===== config.mk =====
export PLATFORM = sky130hd
export DESIGN_NAME = cdm_mux
export DESIGN_NICKNAME = d
export VERILOG_FILES = /design/src/verilog/cdm_pkg.sv /design/src/verilog/cdm_scan_if.sv /design/src/verilog/cdm_scan.sv /design/src/verilog/cdm_mux.sv
export SDC_FILE = /design/constraint.sdc
export NUM_CORES = 1
export LEC_CHECK = 0
export BUFFER_PORTS_ARGS = -buffer_cell sky130_fd_sc_hd__buf_2
export CAP_MARGIN = 30
export CORE_MARGIN = 2
export CORE_UTILIZATION = 63
export CTS_CLUSTER_DIAMETER = 60
export DETAILED_ROUTE_END_ITERATION = 10
export HOLD_SLACK_MARGIN = 0.1
export PLACE_DENSITY = 0.93
export SLEW_MARGIN = 20
export SYNTH_ARGS = -nofsm -noshare
export SYNTH_HDL_FRONTEND = slang
export SYNTH_SLANG_ARGS = --single-unit

===== constraint.sdc =====
create_clock -name hclk -period 8.21 [get_ports hclk]
set_clock_uncertainty 0.2 [all_clocks]
set_input_delay 0.821 -clock hclk [delete_from_list [all_inputs] [get_ports hclk]]
set_output_delay 0.821 -clock hclk [all_outputs]
set_load 0.05 [all_outputs]

===== src/verilog/cdm_pkg.sv =====
package cdm_pkg;
    // ==================================================
    // Register map
    localparam logic [7:0]  CDM_CTRL_OFS    = 8'h00;
    localparam logic [7:0]  CDM_RESULT_OFS  = 8'h04;
    localparam logic [7:0]  CDM_FLAGS_OFS   = 8'h08;
    localparam logic [7:0]  CDM_STATUS_OFS  = 8'h0c;
    localparam logic [7:0]  CDM_GATE_OFS    = 8'h10;
    // ==================================================
    // Field positions
    localparam int          CDM_EN_BIT      = 0;
    localparam int          CDM_SLOW_BIT    = 1;
    localparam int          CDM_DP_LSB      = 2;
    localparam int          CDM_DPE_BIT     = 5;
    localparam int          CDM_OVF_BIT     = 0;
    // ==================================================
    // Reset values
    localparam logic        CDM_EN_RST      = 1'b1;
    localparam logic        CDM_SLOW_RST    = 1'b0;
    localparam logic [2:0]  CDM_DP_RST      = 3'h0;
    localparam logic        CDM_DPE_RST     = 1'b0;
    localparam logic [31:0] CDM_RESULT_RST  = 32'h0000_0000;
    localparam logic [23:0] CDM_GATE_RST    = 24'h0186a0;
    // ==================================================
    // Timing
    localparam int          CDM_CLK_MHZ     = 40;
    localparam int          CDM_TICK_US     = 1;
    localparam int          CDM_TICK_CYC    = CDM_CLK_MHZ * CDM_TICK_US;
    localparam int          CDM_SLOW_DIV    = 4;
    localparam int          CDM_DIGIT_US    = 244;
    localparam int          CDM_GAP_US      = 6;
    localparam int          CDM_STORE_US    = 10;
    localparam int          CDM_INTERVAL_MS = 200;
    localparam int          CDM_DIGIT_TICKS = CDM_DIGIT_US / CDM_TICK_US;
    localparam int          CDM_GAP_TICKS   = CDM_GAP_US / CDM_TICK_US;
    localparam int          CDM_STORE_TICKS = CDM_STORE_US / CDM_TICK_US;
    localparam int          CDM_INTV_TICKS  = CDM_INTERVAL_MS * 1000 / CDM_TICK_US;
    // ==================================================
    // Measurement sequencer
    typedef enum logic [1:0] {
        SEQ_MEAS  = 2'b00,
        SEQ_STORE = 2'b01,
        SEQ_WAIT  = 2'b10
    } cdm_seq_e;
endpackage


===== src/verilog/cdm_scan_if.sv =====
`timescale 1ns/1ps
interface cdm_scan_if;
    logic       tick;
    logic [2:0] idx;
    logic       on;
    modport scan (input tick, output idx, output on);
    modport user (output tick, input idx, input on);
endinterface


===== src/verilog/cdm_scan.sv =====
`timescale 1ns/1ps
module cdm_scan #(
    parameter int DIGIT_TICKS = 244,
    parameter int GAP_TICKS   = 6
) (
    input  wire logic hclk,
    input  wire logic hresetn,
    cdm_scan_if.scan  sc
);
    import cdm_pkg::*;

    typedef struct packed {
        logic [2:0]  idx;
        logic        on;
        logic [15:0] cnt;
    } cdm_scan_s;

    cdm_scan_s s_r;
    cdm_scan_s s_nxt;

    // ==================================================
    // Slot timer: gap then drive, top digit first
    always_comb begin
        s_nxt = s_r;
        if (sc.tick) begin
            if (s_r.on) begin
                if (s_r.cnt == 16'(DIGIT_TICKS - 1)) begin
                    s_nxt.on  = 1'b0;
                    s_nxt.cnt = 16'h0000;
                    s_nxt.idx = s_r.idx - 3'h1;
                end else begin
                    s_nxt.cnt = s_r.cnt + 16'h0001;
                end
            end else if (s_r.cnt == 16'(GAP_TICKS - 1)) begin
                s_nxt.on  = 1'b1;
                s_nxt.cnt = 16'h0000;
            end else begin
                s_nxt.cnt = s_r.cnt + 16'h0001;
            end
        end
    end

    always_ff @(posedge hclk or negedge hresetn) begin
        if (!hresetn) begin
            s_r <= '{idx: 3'h7, on: 1'b0, cnt: 16'h0000};
        end else begin
            s_r <= s_nxt;
        end
    end

    assign sc.idx = s_r.idx;
    assign sc.on  = s_r.on;
endmodule


===== src/verilog/cdm_mux.sv =====
`timescale 1ns/1ps
module cdm_mux #(
    parameter int DIGIT_TICKS = cdm_pkg::CDM_DIGIT_TICKS,
    parameter int GAP_TICKS   = cdm_pkg::CDM_GAP_TICKS,
    parameter int INTV_TICKS  = cdm_pkg::CDM_INTV_TICKS
) (
    input  wire logic        hclk,
    input  wire logic        hresetn,
    input  wire logic        hsel,
    input  wire logic [31:0] haddr,
    input  wire logic [1:0]  htrans,
    input  wire logic        hwrite,
    input  wire logic [2:0]  hsize,
    input  wire logic [31:0] hwdata,
    input  wire logic        hready,
    output logic             hreadyout,
    output logic             hresp,
    output logic [31:0]      hrdata,
    input  wire logic        hold_in,
    output logic [7:0]       digit_strobe,
    output logic [6:0]       seg,
    output logic             seg_dp,
    output logic [3:0]       bcd,
    output logic             store_strobe,
    output logic             meas_idle
);
    import cdm_pkg::*;

    typedef struct packed {
        logic        hold_s1;
        logic        hold_s2;
        logic        hold_q;
        logic [7:0]  addr;
        logic        wr_pend;
        logic [31:0] rdata;
        logic        en;
        logic        slow;
        logic [2:0]  dp;
        logic        dpe;
        logic [31:0] result;
        logic        ovf;
        logic [23:0] gate;
        logic [7:0]  pre;
        logic        tick;
        cdm_seq_e    seq;
        logic [23:0] cnt;
        logic [31:0] disp;
        logic        dovf;
        logic [7:0]  digit;
        logic [6:0]  seg;
        logic        dp_out;
        logic [3:0]  bcd;
    } cdm_mux_s;

    cdm_mux_s   s_r;
    cdm_mux_s   s_nxt;
    cdm_scan_if sc ();
    logic [7:0] blank;
    logic       hold_fall;

    // ==================================================
    // Helpers
    function automatic logic [6:0] cdm_seg7(input logic [3:0] d);
        logic [6:0] g;
        case (d)
            4'h0:    g = 7'h3f;
            4'h1:    g = 7'h06;
            4'h2:    g = 7'h5b;
            4'h3:    g = 7'h4f;
            4'h4:    g = 7'h66;
            4'h5:    g = 7'h6d;
            4'h6:    g = 7'h7d;
            4'h7:    g = 7'h07;
            4'h8:    g = 7'h7f;
            4'h9:    g = 7'h6f;
            default: g = 7'h40;
        endcase
        return g;
    endfunction

    // Bit set means that digit is a suppressed leading zero
    function automatic logic [7:0] cdm_blank(input logic [31:0] v, input logic [2:0] dp,
                                             input logic dpe, input logic ovf);
        logic       lead;
        logic [7:0] m;
        lead = 1'b1;
        m    = 8'h00;
        for (int i = 7; i >= 1; i--) begin
            if (v[i*4 +: 4] != 4'h0) begin
                lead = 1'b0;
            end
            if (dpe && 3'(i) <= dp) begin
                lead = 1'b0;
            end
            m[i] = lead & ~ovf;
        end
        return m;
    endfunction

    assign blank     = cdm_blank(s_r.disp, s_r.dp, s_r.dpe, s_r.dovf);
    assign hold_fall = s_r.hold_q & ~s_r.hold_s2;

    cdm_scan #(
        .DIGIT_TICKS (DIGIT_TICKS),
        .GAP_TICKS   (GAP_TICKS)
    ) u_scan (
        .hclk    (hclk),
        .hresetn (hresetn),
        .sc      (sc.scan)
    );

    assign sc.tick = s_r.tick;

    // ==================================================
    // Next state
    always_comb begin
        logic [31:0] rd;
        logic [3:0]  dig;
        logic [7:0]  pre_max;
        rd      = 32'h0000_0000;
        dig     = s_r.disp[sc.idx*4 +: 4];
        pre_max = s_r.slow ? 8'(CDM_TICK_CYC * CDM_SLOW_DIV - 1) : 8'(CDM_TICK_CYC - 1);
        s_nxt   = s_r;

        // Hold pin comes from outside: two stages before use
        s_nxt.hold_s1 = hold_in;
        s_nxt.hold_s2 = s_r.hold_s1;
        s_nxt.hold_q  = s_r.hold_s2;

        // Bus data phase; zero wait states, unmapped writes dropped
        s_nxt.wr_pend = 1'b0;
        if (s_r.wr_pend) begin
            case (s_r.addr)
                CDM_CTRL_OFS: begin
                    s_nxt.en   = hwdata[CDM_EN_BIT];
                    s_nxt.slow = hwdata[CDM_SLOW_BIT];
                    s_nxt.dp   = hwdata[CDM_DP_LSB +: 3];
                    s_nxt.dpe  = hwdata[CDM_DPE_BIT];
                end
                CDM_RESULT_OFS: s_nxt.result = hwdata;
                CDM_FLAGS_OFS:  s_nxt.ovf    = hwdata[CDM_OVF_BIT];
                CDM_GATE_OFS:   s_nxt.gate   = hwdata[23:0];
                default: ;
            endcase
        end
        // Read data is sampled in the address phase so hrdata is a flop
        case (haddr[7:0])
            CDM_CTRL_OFS: begin
                rd[CDM_EN_BIT]          = s_r.en;
                rd[CDM_SLOW_BIT]        = s_r.slow;
                rd[CDM_DP_LSB +: 3]     = s_r.dp;
                rd[CDM_DPE_BIT]         = s_r.dpe;
            end
            CDM_RESULT_OFS: rd = s_r.result;
            CDM_FLAGS_OFS:  rd[CDM_OVF_BIT] = s_r.ovf;
            CDM_STATUS_OFS: rd = {25'h0, s_r.hold_s2, sc.idx, sc.on, s_r.seq};
            CDM_GATE_OFS:   rd = {8'h00, s_r.gate};
            default:        rd = 32'h0000_0000;
        endcase
        if (hsel && htrans[1] && hready) begin
            s_nxt.addr    = haddr[7:0];
            s_nxt.wr_pend = hwrite;
            s_nxt.rdata   = rd;
        end

        // Timebase tick; slow mode divides it further
        s_nxt.tick = 1'b0;
        if (s_r.pre >= pre_max) begin
            s_nxt.pre  = 8'h00;
            s_nxt.tick = 1'b1;
        end else begin
            s_nxt.pre = s_r.pre + 8'h01;
        end

        // Measurement sequencer
        if (hold_fall) begin
            s_nxt.seq = SEQ_MEAS;
            s_nxt.cnt = 24'h000000;
        end else if (s_r.tick) begin
            case (s_r.seq)
                SEQ_MEAS: begin
                    if (s_r.gate == 24'h0 || s_r.cnt >= s_r.gate - 24'h1) begin
                        s_nxt.seq  = SEQ_STORE;
                        s_nxt.cnt  = 24'h000000;
                        // Result arrives already counted; its +-1 count and
                        // oscillator-derived error are passed through as is
                        s_nxt.disp = s_r.result;
                        s_nxt.dovf = s_r.ovf;
                    end else begin
                        s_nxt.cnt = s_r.cnt + 24'h1;
                    end
                end
                SEQ_STORE: begin
                    if (s_r.cnt >= 24'(CDM_STORE_TICKS - 1)) begin
                        s_nxt.seq = SEQ_WAIT;
                        s_nxt.cnt = 24'h000000;
                    end else begin
                        s_nxt.cnt = s_r.cnt + 24'h1;
                    end
                end
                SEQ_WAIT: begin
                    // Held hold freezes here, so store looped to hold stops after one
                    if (!s_r.hold_s2) begin
                        if (s_r.cnt >= 24'(INTV_TICKS - 1)) begin
                            s_nxt.seq = SEQ_MEAS;
                            s_nxt.cnt = 24'h000000;
                        end else begin
                            s_nxt.cnt = s_r.cnt + 24'h1;
                        end
                    end
                end
                default: begin
                    s_nxt.seq = SEQ_WAIT;
                    s_nxt.cnt = 24'h000000;
                end
            endcase
        end

        // Display drive; BCD follows the slot index even in the gap
        s_nxt.bcd = dig;
        if (sc.on && s_r.en) begin
            s_nxt.digit  = 8'h01 << sc.idx;
            s_nxt.seg    = blank[sc.idx] ? 7'h00 : cdm_seg7(dig);
            s_nxt.dp_out = (sc.idx == 3'h7 && s_r.dovf) ||
                           (s_r.dpe && sc.idx == s_r.dp);
        end else begin
            s_nxt.digit  = 8'h00;
            s_nxt.seg    = 7'h00;
            s_nxt.dp_out = 1'b0;
        end
    end

    // ==================================================
    // State register
    always_ff @(posedge hclk or negedge hresetn) begin
        if (!hresetn) begin
            s_r <= '{hold_s1: 1'b0, hold_s2: 1'b0, hold_q: 1'b0, addr: 8'h00,
                     wr_pend: 1'b0, rdata: 32'h0000_0000, en: CDM_EN_RST,
                     slow: CDM_SLOW_RST, dp: CDM_DP_RST, dpe: CDM_DPE_RST,
                     result: CDM_RESULT_RST, ovf: 1'b0, gate: CDM_GATE_RST,
                     pre: 8'h00, tick: 1'b0, seq: SEQ_MEAS, cnt: 24'h000000,
                     disp: CDM_RESULT_RST, dovf: 1'b0, digit: 8'h00, seg: 7'h00,
                     dp_out: 1'b0, bcd: 4'h0};
        end else begin
            s_r <= s_nxt;
        end
    end

    // ==================================================
    // Outputs
    assign hreadyout    = 1'b1;
    assign hresp        = 1'b0;
    assign hrdata       = s_r.rdata;
    assign digit_strobe = s_r.digit;
    assign seg          = s_r.seg;
    assign seg_dp       = s_r.dp_out;
    assign bcd          = s_r.bcd;
    assign store_strobe = (s_r.seq == SEQ_STORE);
    assign meas_idle    = (s_r.seq != SEQ_MEAS);
endmodule


# [After elaboration in Yosys (flattened, before gate mapping)]
# Memories as Yosys holds them, arrays and structs flattened.
# Cells that the tools add are included.
[totals] romBits=112 latch_bits=0 out_inout_bits=56 elab_cells=151 ff_bits=215 inputBits=75 n_memories=1 ram_bits=0
[memory_table] memory="(name not given)" depth=16 word_bits=7 read_ports=1 rd_ports_with_merged_regs=0 wr=0 line_no="cdm_mux.sv:65" rtl="case (d)"
[op_classes] multipliers=0 div=0 n_addsub=5 eq_ne=17 mux=42 shifts=2 n_bitwise=11 magnitude_cmp=12 reduce_logical=35
[ops] operator="$pmux 26 s3" count=2
[ops] operator="$mux 33" count=3
[ops] operator="$mux 24" count=3
[ops] operator="$mux 59" count=1
[ops] operator="$mux 26" count=2
[ops] operator="$mux 16" count=3
[ops] operator="$shiftx 32x6->4" count=1
[ops] operator="$reduce_bool 4->1" count=7
[ops] operator="$add 24x1->24 const B" count=1
[ops] operator="$eq 8x4->1 const B" count=3
[ops] operator="$ge 24x18->1 const B" count=1
[ops] operator="$ge 24x24->1" count=1
[ops] operator="$ge 24x4->1 const B" count=1
[ops] operator="$logic_not 24->1" count=1
[ops] operator="$sub 24x1->24 const B" count=1
[ops] operator="$pmux 5 s4" count=1
[ops] operator="$mux 1" count=18
[ops] operator="$mux 17" count=1
[ops] operator="$add 16x1->16 const B" count=1
[ops] operator="$eq 16x3->1 const B" count=1
[ops] operator="$eq 16x8->1 const B" count=1
[ops] operator="$eq 8x3->1 const B" count=2
[ops] operator="$eq 8x5->1 const B" count=2
[ops] operator="$logic_not 8->1" count=2
[ops] operator="29 further kinds" count=64

# [Depth between registers and ports, before layout]
# Gate-level depths: netlist of run 1.
[depth] word_depth=20 depth_mapped=17 mapped_depth_nobuf=15

# [Hierarchy]
# A second synthesis of run 1 with hierarchy kept.
[unflattened] cells_unflattened=1041 hier_area_um2=11345.9
[modules_own_cells] mod="cdm_mux" cells_per_inst=933 instances=1 area_each_um2=10258.6 seq_area_each_um2=4888.4
[modules_own_cells] mod="cdm_scan" cells_per_inst=108 instances=1 area_each_um2=1087.3 seq_area_each_um2=504.2

# [Least setup slack after synthesis of run 1]
# OpenSTA, ideal clock, no wires.
[synth_timing] kind="reg2reg" startpoint="register s_r[90] (netlist name)" endpoint="register s_r[20] (netlist name)" path_stages_with_launch=14 n_path_buf=1 setup_time_ns=0.125 arrival_ns=3.892 t_required_ns=7.885 setup_slack_ns=3.993 period_less_slack_ns=4.217 cell_sequence="dfrtp_1 -> or3_1 -> or3b_2 -> or3_1 -> xor2_1 -> ha_1 -> nand4_1 -> or4_1 -> a221o_1 -> nand3_1 -> nand2_1 -> a31oi_2 -> buf_4 -> mux2_2"
[synth_via] elab_chain_cells=4 word_cells_on_any_way=5 classes_between="add/sub (1); order compare (1); reduce/logical (3)"
[synth_lines] element="start, declared" line_no="cdm_mux.sv:55" rtl="cdm_mux_s s_r;"
[synth_lines] element="start signal, assigned" line_no="cdm_mux.sv:237" rtl="s_r <= '{hold_s1: 1'b0, hold_s2: 1'b0, hold_q: 1'b0, addr: 8'h00,"
[synth_lines] element="start signal, assigned" line_no="cdm_mux.sv:245" rtl="s_r <= s_nxt;"
[synth_lines] element="$sub 24x1->24" line_no="cdm_mux.sv:182" rtl="if (s_r.gate == 24'h0 || s_r.cnt >= s_r.gate - 24'h1) begin"
[synth_lines] element="$ge 24x24->1" line_no="cdm_mux.sv:182"
[synth_lines] element="$logic_or 1x1->1 (*)" line_no="cdm_mux.sv:182"
[synth_lines] element="$reduce_and 4->1 (no source line) (*)"
# Mark *: on every way between the ends. The rest lies on a longest branch, timed or not.
# A chain may end at the register's enable or synchronous reset.

# [Worst setup path after layout of run 1]
[layout_timing] startpoint="register s_r[90] (netlist name)" endpoint="register s_r[48] (netlist name)"
# Same word-level chain as after synthesis.

==> reports/qor.yml, run 1 <==
status:
  status: "finished clean"
worst_setup_path:
  end_kind: "flop"
  cp_max_fo: 19
  required_ns: 8.39
  crit_family: "simple AND/OR/NAND/NOR gates"
  ff2ff_path_depth: 15
  crit_chain: "or3_1, nor3_1, nand2b_1, nand2b_1, nand2b_1, and2_1, ha_1, nand4_1, or4_1, a221o_1, nand3_1, nand2_1, a31oi_4, buf_16, mux2_2"
  r2r_start: "s_r[90]"
  path_buf_inv: 1
  cp_common_cell: "nand2b_1"
  reg2reg_slack_ns: 2.92
  arrival_ns: 5.47
  slowest_stage: "a31oi_4"
  cp-start-kind: "flop"
  cp_slowest_stage_delay_ns: 0.61
  rr_endpoint: "s_r[48]"
  crit_type: "flop to flop"
hold_path:
  hp-start: "s_nxt[193]"
  hold_end: "s_nxt[192]"
  whs_path_depth: 0
  min_path_type: "flop to flop"
detailed_routing:
  drtIter0Drc: 1005
  wl_per_cell_um: 21.3
  drt_pass1_iterations: 7
  viasPerCell: 6.55
  wirelength_um: 28300
  final_antenna_net_count: 0
  dr_total_vias: 8710
  drc: 0
clocking:
  cts_root_buf: "clkbuf_16"
  htreeDepth: 1
  tritoncts: "done"
  clk_path_buf_depth: 3
  numCtsBuffers: 22
  cts.sinks: 215
  path_clk_slew_ns: 0.06
  cts_resized: 0
  clock_latency_ns: 0.51
yosys:
  synth_top_area_share: 0.458
  ys_ff_latch: 215
  ys_top_cells_by_count: "dfrtp_1, nand2_1, mux2_2"
  yosysMostFrequentCell: "dfrtp_1"
  synthFlopType: "dfrtp_1"
  ys_types: 64
  yosysTopAreaCell: "dfrtp_1"
  syn_inst: 1051
  synth.area.top_cells: "dfrtp_1, mux2_2, ha_1, nand2_1, buf_4"
  synth_edf_count: 0
  synth_nets: 1171
  yosysSeqAreaShare: 0.481
  ys_warn_count: 0
  avgSynthCellArea_um2: 10.7
  netlist_area_um2: 11200
  async_reset_ff_frac: 1.00
placement:
  hpwl_um: 18600
  gp_congestion: 0.899
  place_area_um2: 11500
  portBuffers: 100
layout:
  final_util: 0.709
  diodes: 0
  fin_nets: 1210
  final_cell_area_um2: 12300
  syn_to_final_growth_pct: 9.89
  layout-drive-gt1-share: 0.245
timing:
  finalSetupViolCount: 0
  setup_tns_ns: 0
  max_freq_ghz: 0.189
  worst_slew_pin_slew_ns: 0.904
  min_period_ns: 5.29
  maxSlewHeadroom: 0.397
  fin_crit_sh: 0.645
  hold_violations: 0
  rsz0062_at_grt: "no"
  slew_viol_final: 0
global_routing:
  antenna_found_initial: 0
  grt_remaining_overflow: 0
  grt_max_degree: 87
  grt_pass1_wl_um: 44700
  grt_pass1_vias: 8717
  grt_usage: 0.303
floorplanning:
  ios: 131
  core_um2: 17400
  die_h_um: 137
  fp.dieW_um: 137
  fp.dieArea_um2: 18900
  start_util: 0.646
  rows: 48
pwr:
  ir_drop_uv: 210
  p_leak_nw: 5.81
  powerDensity_nw_per_um2: 233
run:
  maxCapViolCount: 0
power breakdown:
part / internal, W / total [W] / leakage (nW) / switching, W
clock network: 0.000590 / 0.00100 / 0.356 / 0.000412
registers: 0.00117 / 0.00130 / 2.82 / 0.000127
logic: 0.000220 / 0.000575 / 2.64 / 0.000355
sequential cells by signal, summed over array words and instances (netlist names):
signal	flops
seg	7
s_r	140
hrdata	32
u_scan.s_r	16
seg_dp	1
sc.tick	1
u_scan.sc.on	1
u_scan.sc.idx	3
digit_strobe	8
bcd	4
s_nxt	2
how the worst max path moves through the flow:
stage | startpoint | cells after the start | end
2_1_floorplan | s_r[90] | 13 | s_r[20]
3_3_place_gp | s_r[90] | 14 | s_r[48]
3_5_place_dp | s_r[90] | 16 | s_r[45]
4_1_cts | s_r[90] | 16 | s_r[48]
5_1_grt | s_r[90] | 15 | s_r[48]
6_report | s_r[90] | 15 | s_r[48]
final cells by class:
class	count	area, um2
clock buffers	34	667
clock inverters	5	53.8
fillers	1070	5040
inverters	32	120
multi-input cells	705	5100
flip-flops and latches	215	5390
well taps	225	282
repair buffers	114	696
cell families (layout without fill, tap and decap cells):
| logic type | Yosys count | in the layout | share of synthesized area |
|---|---|---|---|
| AND/OR/NAND/NOR | 346 | 346 | 0.153 |
| XOR/XNOR | 44 | 44 | 0.0344 |
| other | 2 | 2 | 0.000670 |
| flip-flops | 215 | 215 | 0.481 |
| buffers and inverters | 131 | 185 | 0.0648 |
| adder cells (fa/ha/maj) | 45 | 45 | 0.0503 |
| multiplexers | 122 | 122 | 0.130 |
| AO/OA/AOI/OAI | 146 | 146 | 0.0864 |
through the flow:
step / hold slack, ns / power (W) / cells / worst slack [ns]
floorplan: 0.131 / 0.00172 / 1051 / 3.99
global placement: 0.137 / 0.00181 / 1283 / 3.12
detailed placement: 0.140 / 0.00186 / 1287 / 3.09
CTS: 0.159 / 0.00286 / 1327 / 3.06
global route: 0.177 / 0.00299 / 1330 / 2.68
finish: 0.154 / 0.00287 / 1330 / 2.92
metal layers:
| metal | up-vias | wire length (um) | GRT usage |
|---|---|---|---|
| li1 | 3782 | - | - |
| met1 | 4237 | 10700 | 0.394 |
| met2 | 569 | 13500 | 0.486 |
| met3 | 122 | 2710 | 0.0563 |
| met4 | 0 | 1410 | 0.158 |
| met5 | - | 0 | 0 |
repair_timing:
item,in CTS,in global routing
buffers inserted,0,0
hold endpoints to repair,51,0
hold buffers,1,0
cells in the final DEF, fill, tap and decap left out, types with 4 or more instances in the layout:
cell	netlist	final
buf_2	1	99
inv_1	31	31
or3_1	10	10
nand4_1	28	28
buf_4	56	7
and2_1	6	6
nand2_1	119	119
o211ai_1	6	6
nor3_1	17	16
nand2b_1	12	12
mux2i_1	19	19
mux2_2	94	94
nand3_1	39	39
mux4_2	9	9
nor4_1	17	17
o221ai_1	5	5
nor2_1	55	54
clkbuf_8	0	6
and3_1	21	21
a21oi_1	18	18
nor2b_1	5	5
a31oi_1	9	9
dfstp_2	10	10
xor2_1	13	13
o21a_1	5	5
dfrtp_1	205	205
clkbuf_16	0	23
clkbuf_1	32	6
ha_1	45	45
o311ai_1	10	10
xnor2_1	31	31
o21ai_0	43	43
a22oi_1	21	21
o22ai_1	5	5
o21ai_1	4	4
worst register-to-register path, cell delays in order, from the launching register on:
cell and delay, ns:
dfrtp_1 0.47, or3_1 0.41, nor3_1 0.31, nand2b_1 0.15, nand2b_1 0.23, nand2b_1 0.27
and2_1 0.21, ha_1 0.33, nand4_1 0.19, or4_1 0.58, a221o_1 0.33, nand3_1 0.15
nand2_1 0.11, a31oi_4 0.61, buf_16 0.25, mux2_2 0.36
(Power assumes the default switching activity.)
==> run 2, diff against run 1 <==
--- a/config.mk
+++ b/config.mk
@@ -5,14 +5,15 @@
 export SDC_FILE = /design/constraint.sdc
 export NUM_CORES = 1
 export LEC_CHECK = 0
+export ABC_AREA = 1
 export BUFFER_PORTS_ARGS = -buffer_cell sky130_fd_sc_hd__buf_2
 export CAP_MARGIN = 30
 export CORE_MARGIN = 2
-export CORE_UTILIZATION = 63
+export CORE_UTILIZATION = 54
 export CTS_CLUSTER_DIAMETER = 60
 export DETAILED_ROUTE_END_ITERATION = 10
 export HOLD_SLACK_MARGIN = 0.1
-export PLACE_DENSITY = 0.93
+export PLACE_DENSITY = 0.85
 export SLEW_MARGIN = 20
 export SYNTH_ARGS = -nofsm -noshare
 export SYNTH_HDL_FRONTEND = slang
==> constraint.sdc (replaced) <==
create_clock -name hclk -period 4.8 [get_ports hclk]
set_clock_uncertainty 0.2 [all_clocks]
set_input_delay 0.48 -clock hclk [delete_from_list [all_inputs] [get_ports hclk]]
set_output_delay 0.48 -clock hclk [all_outputs]
set_load 0.05 [all_outputs]
==> run 2 against run 1 <==
Combinational power increased by 13%. Core utilization decreased by 9.0 points. Routed wire length grew 4.2%. Critical path depth up 3. Cell count up 38%. Global-route usage fell by 4.3 points. First-iteration DRC count fell by 16%. Die area up 22%. Worst setup slack lost 2.4 ns. Critical endpoint is now s_r[60]. Largest cell class unchanged. Largest power group unchanged. Highest routed layer unchanged.
==> reports/qor.yml, run 2 <==
worst_setup_path:
  arrival_ns: 4.54  # -0.93 ns
  crit_chain: "nor2_1, nand2_1, nor2_1, nand4_1, nor2_1, nand3_1, nor2_1, nand3_1, xor2_1, ha_1, a21oi_1, o21ai_0, o21bai_1, nor2_1, nand3_1, nand3_1, nand3_1, nand2_1"
  reg2reg_slack_ns: 0.50  # -2.42 ns
  cp_slowest_stage_delay_ns: 0.60  # about the same
  cp_max_fo: 20  # +1
  crit_type: "flop to flop"
  slowest_stage: "nand3_1"
  ff2ff_path_depth: 18  # +3
  cp-start-kind: "flop"
  path_buf_inv: 0  # -1
  end_kind: "flop"
  required_ns: 5.04  # -3.35 ns
  crit_family: "simple AND/OR/NAND/NOR gates"
  crit_cells: 18  # +3
yosys:
  synth.area.top_cells: "dfrtp_1, nand2_1, inv_1, ha_1, o21ai_0"
  yosysMostFrequentCell: "nand2_1"
  synth_edf_count: 0  # unchanged
  async_reset_ff_frac: 1.00  # unchanged
  ys_types: 47  # -27%
  synth_top_area_share: 0.435  # -0.0224
  synth_nets: 1589  # +36%
  ys_top_cells_by_count: "nand2_1, dfrtp_1, inv_1"
  ys_ff_latch: 215  # unchanged
  yosysSeqAreaShare: 0.458  # -0.0235
  ys_warn_count: 0  # unchanged
  synthFlopType: "dfrtp_1"
  syn_inst: 1469  # +40%
  yosysTopAreaCell: "dfrtp_1"
  avgSynthCellArea_um2: 8.02  # -25%
  netlist_area_um2: 11800  # +5.1%
global_routing:
  grt_pass1_wl_um: 47900  # +7.3%
  grt_remaining_overflow: 0  # unchanged
  grt_usage: 0.260  # -0.0428
  grt_max_degree: 128  # +47%
  antenna_found_initial: 0  # unchanged
  grt_pass1_vias: 9718  # +11%
layout:
  final_common_cell: "nand2_1"
  largest_register_ffs: 140  # unchanged
  top_register: "s_r"
  syn_to_final_growth_pct: 13.6
  final_util: 0.619  # -0.0904
  layout-drive-gt1-share: 0.117  # -0.129
  final_cell_mix: "nand2_1, dfrtp_1, inv_1, nor2_1, buf_2"
  fin_cells: 1840  # +38%
  fin_nets: 1662  # +37%
  diodes: 0  # unchanged
hold_path:
  whs_path_depth: 3  # +3
  min_path_type: "primary input to flop"
floorplanning:
  fp.dieArea_um2: 23000  # +22%
  core_um2: 21600  # +25%
  rows: 54  # +13%
  start_util: 0.545  # -0.101
  fp.dieW_um: 152  # +10%
  die_h_um: 152  # +10%
  ios: 131  # unchanged
clocking:
  clk_path_buf_depth: 3  # unchanged
  postCtsSetupBuffers: 0  # unchanged
  htreeDepth: 1  # unchanged
  path_clk_slew_ns: 0.06  # about the same
  clock_latency_ns: 0.52  # about the same
  cts_root_buf: "clkbuf_16"
  numCtsBuffers: 24  # +9.1%
  cts_resized: 0  # unchanged
  cts.sinks: 215  # unchanged
  tritoncts: "done"
status:
  status: "finished clean"
detailed_routing:
  viasPerCell: 5.52  # -16%
  drtIter0Drc: 841  # -16%
  wirelength_um: 29500  # +4.2%
  final_antenna_net_count: 0  # unchanged
  wl_per_cell_um: 16.0  # -25%
  drc: 0  # unchanged
  dr_total_vias: 10200  # +17%
  drt_pass1_iterations: 6  # -1
placement:
  gp_congestion: 0.935  # +4.0%
  placedCellCount: 1754  # +36%
  hpwl_um: 19800  # +6.2%
  portBuffers: 100  # unchanged
  pre_cts_ws_ns: 0.502  # -2.59 ns
timing:
  max_freq_ghz: 0.233  # +23%
  maxSlewHeadroom: 0.413  # +0.0158
  finalSetupViolCount: 0  # unchanged
  hold_violations: 0  # unchanged
  fin_crit_sh: 0.896  # +0.251
  min_period_ns: 4.30  # -0.994 ns
  slew_viol_final: 0  # unchanged
  fin_ws_ns: 0.500  # -2.42 ns
  worst_slew_pin_slew_ns: 0.879  # -0.0247 ns
  rsz0062_at_grt: "no"
  setup_tns_ns: 0  # unchanged
run:
  maxCapViolCount: 0  # unchanged
pwr:
  powerDensity_nw_per_um2: 353  # +51%
  ir_drop_uv: 285  # +36%
  p_leak_nw: 7.25  # +25%
[run 2: changes by cell type after synthesis, moves of 25 or more]
cell and delta:
a21oi_1 +26, inv_1 +160, mux2_2 -94, nand2_1 +247
nor2_1 +58, nor3_1 +25, o21ai_0 +53, o21ai_1 +32
xor2_1 +37
[run 2: path summary, 6_finish.rpt]
check,from,to
worst min-delay path,hwdata[11],s_r[99]
max in group asynchronous,hresetn,u_scan.sc.idx[0]
min in group asynchronous,hresetn,s_r[68]
worst min register to register,s_nxt[193],s_nxt[192]
worst max-delay path,s_r[90],s_r[60]
worst max register to register,s_r[90],s_r[60]
[run 2: layer usage]
layer | track usage | part of all wire | wire length [um] | up-vias
met1 | 0.354 | 0.41 | 12200 | 4787
li1 | - | - | - | 4798
met2 | 0.432 | 0.48 | 14000 | 490
met5 | 0 | 0 | 0 | -
met3 | 0.0356 | 0.079 | 2340 | 77
met4 | 0.0833 | 0.032 | 955 | 0
[run 2: logic make-up (layout without fill, tap and decap cells)]
| logic type | after synthesis | count (layout) | share of synthesized area |
|---|---|---|---|
| AOI/OAI and AO/OA | 224 | 224 | 0.105 |
| other | 2 | 2 | 0.000638 |
| and+or+nand+nor | 629 | 629 | 0.230 |
| adders and majority gates | 45 | 45 | 0.0478 |
| xor gates and xnor gates | 59 | 59 | 0.0439 |
| DFF | 215 | 215 | 0.458 |
| buffers and inverters | 295 | 386 | 0.115 |
[run 2: area by class of cell]
cell class	instances	area (um2)
clock buffer	34	699
timing repair buffer	147	1020
multi-input combinational	959	5050
clock inverter	10	140
fill	1762	8240
tap	280	350
sequential	215	5390
inverter	195	732
[run 2: timing repair]
item                                    in CTS  in global routing
hold buffers                                40                  0
endpoints found under the hold margin      182                  0
endpoints found under the setup margin       0                  0
[run 2: power by group]
| group | internal, W | switching, W | total [W] | leakage [nW] |
|---|---|---|---|---|
| clock | 0.00118 | 0.000765 | 0.00195 | 0.415 |
| combinational | 0.000233 | 0.000415 | 0.000649 | 4.14 |
| sequential | 0.00197 | 0.000157 | 0.00213 | 2.69 |
[run 2: per-stage QoR]
step / cell area (um2) / power [W] / hold slack (ns)
after detailed placement: 12100 / 0.00276 / 0.139
after CTS: 13300 / 0.00473 / 0.100
after floorplan: 11800 / 0.00256 / -0.0156
after global routing: 13400 / 0.00495 / 0.135
after global placement: 12100 / 0.00272 / 0.134
final: 13400 / 0.00473 / 0.122
[run 2: worst min-delay path, delay by kind of cell]
kind / cells / cell delay [ns]
buf+inv: 2 / 0.16
compound gates: 1 / 0.16
